<file path="config.mk">
export PLATFORM = sky130hd
export DESIGN_NAME = msl_limiter
export DESIGN_NICKNAME = d
export VERILOG_FILES = /design/src/inc/msl_pkg.sv /design/src/hw/msl_timer.sv /design/src/hw/msl_limiter.sv
export SDC_FILE = /design/constraint.sdc
export NUM_CORES = 1
export LEC_CHECK = 0
export BUFFER_PORTS_ARGS = -buffer_cell sky130_fd_sc_hd__buf_4
export CAP_MARGIN = 25
export CORE_UTILIZATION = 60
export DETAILED_ROUTE_END_ITERATION = 8
export PLACE_DENSITY = 0.88
export SLEW_MARGIN = 20
export SYNTH_ARGS = -nofsm -noshare
export SYNTH_HDL_FRONTEND = slang
export SYNTH_SLANG_ARGS = --single-unit
</file>
<file path="constraint.sdc">
create_clock -name clk_in -period 17.05 [get_ports clk_in]
set_input_delay 0.8525 -clock clk_in [delete_from_list [all_inputs] [get_ports clk_in]]
set_output_delay 0.8525 -clock clk_in [all_outputs]
set_load 0.02 [all_outputs]
</file>
<file path="src/inc/msl_pkg.sv">
package msl_pkg;
  // ----------------------------------------
  // register map
  // ----------------------------------------
  localparam logic [7:0] ADDR_CTRL = 8'h00;
  localparam logic [7:0] ADDR_LIMIT = 8'h04;
  localparam logic [7:0] ADDR_HOLD = 8'h08;
  localparam logic [7:0] ADDR_STATUS = 8'h0C;
  localparam logic [7:0] ADDR_COUNT = 8'h10;
  localparam int CTRL_EN_BIT = 0;
  localparam int CTRL_CLR_BIT = 1;
  localparam logic [3:0] LIMIT_RST = 4'h1;
  localparam logic [3:0] LIMIT_MIN = 4'h1;
  localparam logic [3:0] LIMIT_MAX = 4'hA;
  localparam logic [6:0] HOLD_RST = 7'h01;
  localparam logic [6:0] HOLD_MIN = 7'h01;
  localparam logic [6:0] HOLD_MAX = 7'h78;
  localparam logic [1:0] RESP_OKAY = 2'h0;
  localparam logic [1:0] RESP_SLVERR = 2'h2;
  // ----------------------------------------
  // current levels, percent of rated
  // ----------------------------------------
  localparam logic [1:0] CUR_LOW = 2'h0;
  localparam logic [1:0] CUR_MID = 2'h1;
  // ----------------------------------------
  // timing
  // ----------------------------------------
  localparam int CLK_MHZ = 200;
  localparam int TICK_US = 1000;
  localparam int TICK_CYC = TICK_US * CLK_MHZ;
  localparam int RISE_MS = 60;
  localparam int SETTLE_MS = 100;
  localparam int DELAY_MS = 1000;
  localparam int MIN_MS = 60000;
  localparam int HOUR_MS = 3600000;
  localparam int TICK_MS = TICK_US / 1000;
  localparam int RISE_TICKS = RISE_MS / TICK_MS;
  localparam int SETTLE_TICKS = (SETTLE_MS + TICK_MS - 1) / TICK_MS;
  localparam int DELAY_TICKS = DELAY_MS / TICK_MS;
  localparam int MIN_TICKS = MIN_MS / TICK_MS;
  localparam int HOUR_TICKS = HOUR_MS / TICK_MS;
  localparam int CNT_W = 26;
  // ----------------------------------------
  // types
  // ----------------------------------------
  typedef struct packed {
    logic below_10;
    logic above_125;
    logic above_150;
  } msl_cur_t;
  typedef struct packed {
    logic [31:0] data;
    logic [1:0] resp;
  } msl_rd_t;
  typedef enum logic [3:0] {
    ST_IDLE = 4'b0001,
    ST_ARMED = 4'b0010,
    ST_RUN = 4'b0100,
    ST_HIGH = 4'b1000
  } msl_state_t;
endpackage : msl_pkg

</file>
<file path="src/hw/msl_timer.sv">
module msl_timer #(
  parameter int W = 16
) (
  input wire logic clk_in,
  input wire logic rstn_in,
  input wire logic clr_in,
  input wire logic run_in,
  input wire logic tick_in,
  input wire logic [W-1:0] limit_in,
  output logic done_out
);
  // ----------------------------------------
  // tick counter, saturates at limit
  // ----------------------------------------
  logic [W-1:0] count;
  wire reached = (count >= limit_in);
  assign done_out = run_in && reached;
  always_ff @(posedge clk_in or negedge rstn_in) begin
    if (!rstn_in) begin
      count <= '0;
    end else if (clr_in || !run_in) begin
      count <= '0;
    end else if (tick_in && !reached) begin
      count <= count + W'(1);
    end
  end
endmodule : msl_timer

</file>
<file path="src/hw/msl_limiter.sv">
// Function
// - start judging uses phase A current comparisons only.
// - start is below 10% rising above 150% within about 60 ms.
// - start completes after current stays below 125% for 100 ms.
// - each start adds one hour to the counter, even while operating.
// - counter decays with real time; one start decays in one hour.
// - counter stops at zero, never negative; new starts count from zero.
// - detect asserts when counted starts reach the start-count limit.
// - operate asserts one second after detect asserts.
// - operate holds for the hold time, 1 to 120 minutes, then drops; a new start restarts the hold time.
// - start-count limit is an integer from 1 to 10.
// - operate only while enable is on; never when off.
// - test command clears the start count to zero.
// - displayed count is internal counter rounded to nearest whole.
module msl_limiter (
  input wire logic clk_in,
  input wire logic rstn_in,
  input wire logic a_below_10_in,
  input wire logic a_above_125_in,
  input wire logic a_above_150_in,
  input wire logic [7:0] s_axi_awaddr,
  input wire logic s_axi_awvalid,
  output logic s_axi_awready,
  input wire logic [31:0] s_axi_wdata,
  input wire logic [3:0] s_axi_wstrb,
  input wire logic s_axi_wvalid,
  output logic s_axi_wready,
  output logic [1:0] s_axi_bresp,
  output logic s_axi_bvalid,
  input wire logic s_axi_bready,
  input wire logic [7:0] s_axi_araddr,
  input wire logic s_axi_arvalid,
  output logic s_axi_arready,
  output logic [31:0] s_axi_rdata,
  output logic [1:0] s_axi_rresp,
  output logic s_axi_rvalid,
  input wire logic s_axi_rready,
  output logic start_limit_detect_out,
  output logic start_limit_operate_out,
  output logic [3:0] start_count_display_out
);
  // ----------------------------------------
  // input synchronisers
  // ----------------------------------------
  msl_pkg::msl_cur_t cur_meta;
  msl_pkg::msl_cur_t cur;
  always_ff @(posedge clk_in or negedge rstn_in) begin
    if (!rstn_in) begin
      cur_meta <= '0;
      cur <= '0;
    end else begin
      cur_meta <= {a_below_10_in, a_above_125_in, a_above_150_in};
      cur <= cur_meta;
    end
  end
  // ----------------------------------------
  // registers
  // ----------------------------------------
  logic enable;
  logic clr_req;
  logic [3:0] limit;
  logic [6:0] hold_min;
  logic aw_held;
  logic w_held;
  logic [7:0] aw_addr;
  logic [31:0] w_data;
  logic [3:0] w_strb;
  wire aw_take = s_axi_awvalid && !aw_held && !s_axi_bvalid;
  wire w_take = s_axi_wvalid && !w_held && !s_axi_bvalid;
  wire have_aw = aw_held || aw_take;
  wire have_w = w_held || w_take;
  wire do_write = have_aw && have_w && !s_axi_bvalid;
  wire [7:0] wr_addr = aw_held ? aw_addr : s_axi_awaddr;
  wire [31:0] wr_data = w_held ? w_data : s_axi_wdata;
  wire [3:0] wr_strb = w_held ? w_strb : s_axi_wstrb;
  wire wr_ctrl = do_write && wr_addr == msl_pkg::ADDR_CTRL && wr_strb[0];
  wire wr_limit = do_write && wr_addr == msl_pkg::ADDR_LIMIT && wr_strb[0];
  wire wr_hold = do_write && wr_addr == msl_pkg::ADDR_HOLD && wr_strb[0];
  wire wr_known = wr_addr == msl_pkg::ADDR_CTRL || wr_addr == msl_pkg::ADDR_LIMIT ||
                  wr_addr == msl_pkg::ADDR_HOLD;
  wire [3:0] wr_lim_val = wr_data[3:0] < msl_pkg::LIMIT_MIN ? msl_pkg::LIMIT_MIN :
                          wr_data[3:0] > msl_pkg::LIMIT_MAX ? msl_pkg::LIMIT_MAX :
                          wr_data[3:0];
  wire [6:0] wr_hold_val = wr_data[6:0] < msl_pkg::HOLD_MIN ? msl_pkg::HOLD_MIN :
                           wr_data[6:0] > msl_pkg::HOLD_MAX ? msl_pkg::HOLD_MAX :
                           wr_data[6:0];
  assign s_axi_awready = !aw_held && !s_axi_bvalid;
  assign s_axi_wready = !w_held && !s_axi_bvalid;
  always_ff @(posedge clk_in or negedge rstn_in) begin
    if (!rstn_in) begin
      aw_held <= 1'b0;
      w_held <= 1'b0;
      aw_addr <= '0;
      w_data <= '0;
      w_strb <= '0;
      s_axi_bvalid <= 1'b0;
      s_axi_bresp <= msl_pkg::RESP_OKAY;
    end else begin
      if (s_axi_bvalid && s_axi_bready) begin
        s_axi_bvalid <= 1'b0;
      end
      if (do_write) begin
        aw_held <= 1'b0;
        w_held <= 1'b0;
        s_axi_bvalid <= 1'b1;
        s_axi_bresp <= wr_known ? msl_pkg::RESP_OKAY : msl_pkg::RESP_SLVERR;
      end else begin
        if (aw_take) begin
          aw_held <= 1'b1;
          aw_addr <= s_axi_awaddr;
        end
        if (w_take) begin
          w_held <= 1'b1;
          w_data <= s_axi_wdata;
          w_strb <= s_axi_wstrb;
        end
      end
    end
  end
  always_ff @(posedge clk_in or negedge rstn_in) begin
    if (!rstn_in) begin
      enable <= 1'b0;
      clr_req <= 1'b0;
      limit <= msl_pkg::LIMIT_RST;
      hold_min <= msl_pkg::HOLD_RST;
    end else begin
      clr_req <= wr_ctrl && wr_data[msl_pkg::CTRL_CLR_BIT];
      if (wr_ctrl) begin
        enable <= wr_data[msl_pkg::CTRL_EN_BIT];
      end
      if (wr_limit) begin
        limit <= wr_lim_val;
      end
      if (wr_hold) begin
        hold_min <= wr_hold_val;
      end
    end
  end
  // ----------------------------------------
  // real-time tick
  // ----------------------------------------
  logic [17:0] pre;
  logic tick;
  always_ff @(posedge clk_in or negedge rstn_in) begin
    if (!rstn_in) begin
      pre <= '0;
      tick <= 1'b0;
    end else begin
      tick <= (pre == 18'(msl_pkg::TICK_CYC - 1));
      pre <= (pre == 18'(msl_pkg::TICK_CYC - 1)) ? 18'h00000 : pre + 18'h00001;
    end
  end
  // ----------------------------------------
  // start recognition
  // ----------------------------------------
  msl_pkg::msl_state_t state;
  msl_pkg::msl_state_t next_state;
  logic [6:0] rise_cnt;
  logic [6:0] settle_cnt;
  logic start_evt;
  wire rise_expired = rise_cnt >= 7'(msl_pkg::RISE_TICKS);
  wire settled = settle_cnt >= 7'(msl_pkg::SETTLE_TICKS);
  always_comb begin
    next_state = state;
    unique case (state)
      msl_pkg::ST_IDLE: begin
        if (cur.below_10) next_state = msl_pkg::ST_ARMED;
      end
      msl_pkg::ST_ARMED: begin
        if (cur.above_150) next_state = msl_pkg::ST_RUN;
        else if (!cur.below_10 && rise_expired) next_state = msl_pkg::ST_IDLE;
      end
      msl_pkg::ST_RUN: begin
        if (settled) next_state = msl_pkg::ST_IDLE;
      end
      msl_pkg::ST_HIGH: next_state = msl_pkg::ST_IDLE;
      default: next_state = msl_pkg::ST_IDLE;
    endcase
  end
  always_ff @(posedge clk_in or negedge rstn_in) begin
    if (!rstn_in) begin
      state <= msl_pkg::ST_IDLE;
      rise_cnt <= '0;
      settle_cnt <= '0;
      start_evt <= 1'b0;
    end else begin
      state <= next_state;
      start_evt <= state == msl_pkg::ST_ARMED && next_state == msl_pkg::ST_RUN;
      if (state != msl_pkg::ST_ARMED || cur.below_10) begin
        rise_cnt <= '0;
      end else if (tick && !rise_expired) begin
        rise_cnt <= rise_cnt + 7'h01;
      end
      if (state != msl_pkg::ST_RUN || cur.above_125) begin
        settle_cnt <= '0;
      end else if (tick && !settled) begin
        settle_cnt <= settle_cnt + 7'h01;
      end
    end
  end
  // ----------------------------------------
  // decaying start counter
  // ----------------------------------------
  logic [msl_pkg::CNT_W-1:0] count;
  wire [msl_pkg::CNT_W-1:0] hour = msl_pkg::CNT_W'(msl_pkg::HOUR_TICKS);
  wire [msl_pkg::CNT_W-1:0] decayed = (tick && count != '0) ? count - 1'b1 : count;
  wire [msl_pkg::CNT_W:0] added = {1'b0, decayed} + {1'b0, hour};
  wire [msl_pkg::CNT_W-1:0] capped = added[msl_pkg::CNT_W] ? '1 : added[msl_pkg::CNT_W-1:0];
  wire [msl_pkg::CNT_W-1:0] next_count = start_evt ? capped : decayed;
  wire [msl_pkg::CNT_W+3:0] lim_ticks = limit * (msl_pkg::CNT_W+4)'(msl_pkg::HOUR_TICKS);
  wire [msl_pkg::CNT_W-1:0] half = hour >> 1;
  wire [msl_pkg::CNT_W:0] rounded = {1'b0, count} + {1'b0, half};
  wire [msl_pkg::CNT_W:0] whole = rounded / {1'b0, hour};
  wire [3:0] shown = (whole > 27'hF) ? 4'hF : whole[3:0];
  always_ff @(posedge clk_in or negedge rstn_in) begin
    if (!rstn_in) begin
      count <= '0;
    end else if (clr_req) begin
      count <= '0;
    end else begin
      count <= next_count;
    end
  end
  // ----------------------------------------
  // detect, delay and hold
  // ----------------------------------------
  logic detect;
  logic operate;
  logic fired;
  logic delay_done;
  logic hold_done;
  logic [22:0] hold_ticks;
  always_ff @(posedge clk_in or negedge rstn_in) begin
    if (!rstn_in) begin
      detect <= 1'b0;
      operate <= 1'b0;
      fired <= 1'b0;
      hold_ticks <= '0;
      start_count_display_out <= '0;
    end else begin
      hold_ticks <= 23'(hold_min * msl_pkg::MIN_TICKS);
      start_count_display_out <= shown;
      detect <= (msl_pkg::CNT_W+4)'(count) > lim_ticks - hour;
      if (!detect) begin
        fired <= 1'b0;
      end else if (operate) begin
        fired <= 1'b1;
      end
      if (!enable) begin
        operate <= 1'b0;
      end else if (delay_done && !operate) begin
        operate <= 1'b1;
      end else if (hold_done) begin
        operate <= 1'b0;
      end
    end
  end
  msl_timer #(.W(10)) u_delay (
    .clk_in(clk_in),
    .rstn_in(rstn_in),
    .clr_in(operate || !enable || fired),
    .run_in(detect),
    .tick_in(tick),
    .limit_in(10'(msl_pkg::DELAY_TICKS)),
    .done_out(delay_done)
  );
  msl_timer #(.W(23)) u_hold (
    .clk_in(clk_in),
    .rstn_in(rstn_in),
    .clr_in(start_evt),
    .run_in(operate),
    .tick_in(tick),
    .limit_in(hold_ticks),
    .done_out(hold_done)
  );
  assign start_limit_detect_out = detect;
  assign start_limit_operate_out = operate;
  // ----------------------------------------
  // register read
  // ----------------------------------------
  msl_pkg::msl_rd_t rd;
  wire [31:0] status_word = {29'h0, enable, operate, detect};
  assign rd.data = s_axi_araddr == msl_pkg::ADDR_CTRL ? {31'h0, enable} :
                   s_axi_araddr == msl_pkg::ADDR_LIMIT ? {28'h0, limit} :
                   s_axi_araddr == msl_pkg::ADDR_HOLD ? {25'h0, hold_min} :
                   s_axi_araddr == msl_pkg::ADDR_STATUS ? status_word :
                   s_axi_araddr == msl_pkg::ADDR_COUNT ? {6'h0, count} : 32'h0;
  assign rd.resp = (s_axi_araddr <= msl_pkg::ADDR_COUNT && s_axi_araddr[1:0] == 2'h0) ?
                   msl_pkg::RESP_OKAY : msl_pkg::RESP_SLVERR;
  assign s_axi_arready = !s_axi_rvalid;
  always_ff @(posedge clk_in or negedge rstn_in) begin
    if (!rstn_in) begin
      s_axi_rvalid <= 1'b0;
      s_axi_rdata <= '0;
      s_axi_rresp <= msl_pkg::RESP_OKAY;
    end else if (s_axi_arvalid && !s_axi_rvalid) begin
      s_axi_rvalid <= 1'b1;
      s_axi_rdata <= rd.data;
      s_axi_rresp <= rd.resp;
    end else if (s_axi_rready) begin
      s_axi_rvalid <= 1'b0;
    end
  end
endmodule : msl_limiter

</file>
==> reports/metrics.sh <==
FINAL_NETS=1948
CRITPATHLAUNCH='count[6]$_DFF_PN0_'
DETAILROUTE.VIA_COUNT=12570
CTS_MAX_LEVEL=4
DIODES=0
GLOBALPLACE.CONGESTION=0.8932
GRT_UTIL_ALL_LAYERS=0.2708
SUM_OF_MET2_WIRE_SEGMENT_LENGTHS_AFTER_DETAILED_ROUTING_UM=16580
POST_SYNTH_INST_COUNT=1713
YS_SEQ_ELEMENTS=189
POSTROUTEWIRELENGTH_UM=34850
IO_BUFFERS=72
GRT_SETUP_UNREPAIRED='false'
NUM_IO_PINS=109
WORST_SKEW_PAIR.LATE_LATENCY_NS=0.44
MAPPEDNETLISTAREA_MM2=0.01506
AREA_OF_THE_CORE_REGION_MM2=0.02446
STATUS='complete, no violations'
YS.FLOP_TYPE='dfrtp_1'
CTS-HOLD-FIX-BUFFERS=0
SYNTH_TOP_AREA_CELL='dfrtp_1'
FINALHOLDVIOLATIONS=0
SETUP_TOTAL_NEGATIVE_SLACK_NS=0
AREA_DELTA_SYNTH_FINAL_PCT=8.680
ROOT_BUFFER='clkbuf_16'
GRT_START_MAX_NET_PINS=111
SETUP.WORST_PATH.START_CLASS='register'
VIA_COUNT_OF_THE_FIRST_GLOBAL_ROUTING_PASS=12180
POSTCTSSETUPBUFFERS=0
CP.REQUIRED_NS=17.36
PATH_CLASS='reg -> reg'
DIE_AREA_MM2=0.02574
ANTENNA_LEFT=0
PRECTSSETUPSLACK_NS=8.774
MET3WIRELENGTH_UM=2190
WORST_SETUP_PATH_END_KIND='register'
FINAL_MIN_PERIOD_OVER_CLOCK_PERIOD=0.4972
CRIT-REG2REG-LAUNCH='count[6]$_DFF_PN0_'
EDFF_COUNT_SYNTH=0
NETLIST-CELL-TYPE-COUNT=99
DRT-WIRELENGTH-PER-CELL_UM=16.74
MIN-DELAY-START='cur_meta[1]$_DFF_PN0_'
ROUTE.TOP_LAYER_USED='met4'
STD_CELL_ROWS=57
ROUTE.LAYER.MET1.WL_UM=14980
WORST_SLEW_PIN_SLEW_NS=1.034
CP_MAX_FO=25
SLEW_HEADROOM=0.3101
HPWLAFTERDP_UM=25210
MULTI_INPUT_COMB_AREA_MM2=0.009555
FP.DIEH_UM=160.4
DRCVIOLATIONCOUNT=0
SKEW_NS=0.01187
CTSLONGESTPATHBUFFERS=2
DR.FIRST_ITER.DRC_COUNT=1016
SETUP_WS_NS=8.573
SETUP-VIOLATIONS-FINAL=0
TRITONCTS_CLOCK_TREE='built'
RRSETUPSLACK_NS=8.57
GLOBALROUTEOVERFLOWTOTAL=0
HOLD_PATH_CLASS='reg -> reg'
MAX_CAP_VIOLATIONS=0
CTS.CLK_SLEW.WORST_PATHS_NS=0.08
TIMING.CRITICAL_PATH.ARRIVAL_NS=8.79
POSTCTSRESIZEDCELLS=0
GRT_ANTENNA_BEFORE_REPAIR=0
PERIOD_MINUS_SLACK_NS=8.477
FLOORPLAN.INITIALDENSITY=0.6158
YS_TOP_CELLS_BY_AREA='dfrtp_1 31%, ha_1 9.9%, xnor2_1 6.7%'
DRT_PASS1_ITERATIONS=6
DIE_WIDTH_UM=160.4
REPORT.FINAL.SLEW_VIOL_COUNT=0
YS_SEQ_AREA_FRAC=0.3142
TIMING.CRITICAL_PATH.SLOWEST_STAGE_CELL='o211ai_2'
CLKSINKCOUNT=189
GRT_FIRST_PASS_WIRELENGTH_UM=57410
SYNTH_ASYNC_SR_FLOP_SHARE=1.000
CP_SLOWEST_STAGE_DELAY_NS=0.77
YOSYS_WARNINGS=0
CTS_MADE_BUFFERS=17
TIMING.FMAX_GHz=0.1180
DRIVE_ABOVE_1_SHARE=0.1047
REGAREA_MM2=0.004733
LAYOUT.FILLER_CELLS=1888
SYNTH_AREA_PER_CELL_UM2=8.793
POST_DRT_VIA_CELL_RATIO=6.036
YOSYSTOPAREACELLSHARE=0.3090
-- stage by stage --
stage	util	instances	hold WS (ns)	instance area, um2
floorplan	-	1721	0.3312	15090
global placement	0.6438	2049	0.3315	15750
detailed placement	0.6438	2049	0.3362	15750
CTS	0.6681	2081	0.3543	16340
global route	0.6692	2082	0.3621	16370
finish	0.6692	2082	0.3527	16370
-- final timing paths --
| kind | endpoint | cells past startpoint |
|---|---|---|
| min | cur[1]$_DFF_PN0_ | 0 |
| max reg2reg | start_count_display_out[0]$_DFF_PN0_ | 25 |
| min reg2reg | cur[1]$_DFF_PN0_ | 0 |
| max in group asynchronous | s_axi_rdata[14]$_DFFE_PN0P_ | 3 |
| min in group asynchronous | rise_cnt[1]$_DFFE_PN0P_ | 1 |
| max | start_count_display_out[0]$_DFF_PN0_ | 25 |
-- cell usage in the layout, fill, tap and decap left out, types with 13 or more instances in the layout --
cell type and n:
nand2_1 152, a21o_1 46, nand4_1 14, a21oi_1 104, inv_1 121, nand3_1 51, mux2_2 22, o21bai_1 13
o21ai_0 77, nor3_1 44, xnor2_1 115, and3_1 20, nor2_1 158, or3_1 19, nor4_1 15, buf_4 78
fa_1 22, mux2i_1 26, a31oi_1 14, xor2_1 65, clkbuf_16 17, a211oi_1 15, dfrtp_1 186, ha_1 119
nand2b_1 22
-- critical path, delay by kind of cell (launching register included) --
family | cells | cell delay, ns
AND/OR/NAND/NOR | 3 | 0.98
AO/OA/AOI/OAI | 17 | 5.14
multiplexers | 1 | 0.13
buffers and inverters | 2 | 0.47
flip-flops | 1 | 0.59
XOR/XNOR | 1 | 0.59
adder cells (fa/ha/maj) | 1 | 0.43
-- cell families after synthesis --
kind of cell / synth area share
AOI/OAI and AO/OA: 0.1757
xor gates and xnor gates: 0.1086
adders and majority gates: 0.1281
buffers and inverters: 0.05382
DFF: 0.3142
muxes: 0.03622
other: 0.0002490
and+or+nand+nor: 0.1831
-- synth_stat cells, types with 4 or more instances --
cell and instances:
nor4_1 15, a21oi_1 104, nand3b_1 9, buf_4 9, a22oi_1 6, buf_6 4
and2_1 8, inv_1 121, nor3b_1 9, or3_1 19, buf_1 5, nor3_1 44
fa_1 22, o21a_1 11, dfrtp_1 186, mux2i_1 26, o21bai_1 13, nand3_1 51
or2_2 10, nor4b_1 6, o211a_1 6, and3_1 20, a31oi_1 14, a21o_1 46
o32ai_1 6, xor2_1 65, nand4_1 14, o211ai_1 6, buf_2 9, o21ai_1 4
a21boi_0 6, nand2b_1 22, nor2_1 158, mux2_2 22, a211oi_1 15, o21ai_0 77
ha_1 119, or4_1 6, nand2_1 152, xnor2_1 115, clkbuf_1 48, o2111ai_1 5
o31ai_1 8, nor2b_1 9
-- state kept, by name, indices dropped and copies added (netlist names), 3 cells and up --
name	count
cur	3
w_data	7
state	4
hold_ticks	18
settle_cnt	7
rise_cnt	7
hold_min	7
aw_addr	8
u_hold.count	23
pre	18
u_delay.count	10
s_axi_rdata	26
start_count_display_out	4
count	26
cur_meta	3
limit	4
-- routing by layer --
metal | up-vias | track usage
li1 | 6028 | -
met1 | 6027 | 0.3523
met2 | 423 | 0.4516
met3 | 89 | 0.04700
met4 | 0 | 0.1017
met5 | - | 0
-- cell type report --
| cell class | count | share of cell area |
|---|---|---|
| well taps | 324 | 0.02476 |
| multi-input cells | 1336 | 0.5837 |
| clock inverters | 15 | 0.01039 |
| inverters | 121 | 0.02774 |
| repair buffers | 80 | 0.03829 |
| flip-flops and latches | 189 | 0.2891 |
| clock buffers | 17 | 0.02599 |
Power is left out: the tool's default activity adds up to more than one toggle a clock period on the data nets, which glitch-free logic cannot reach.
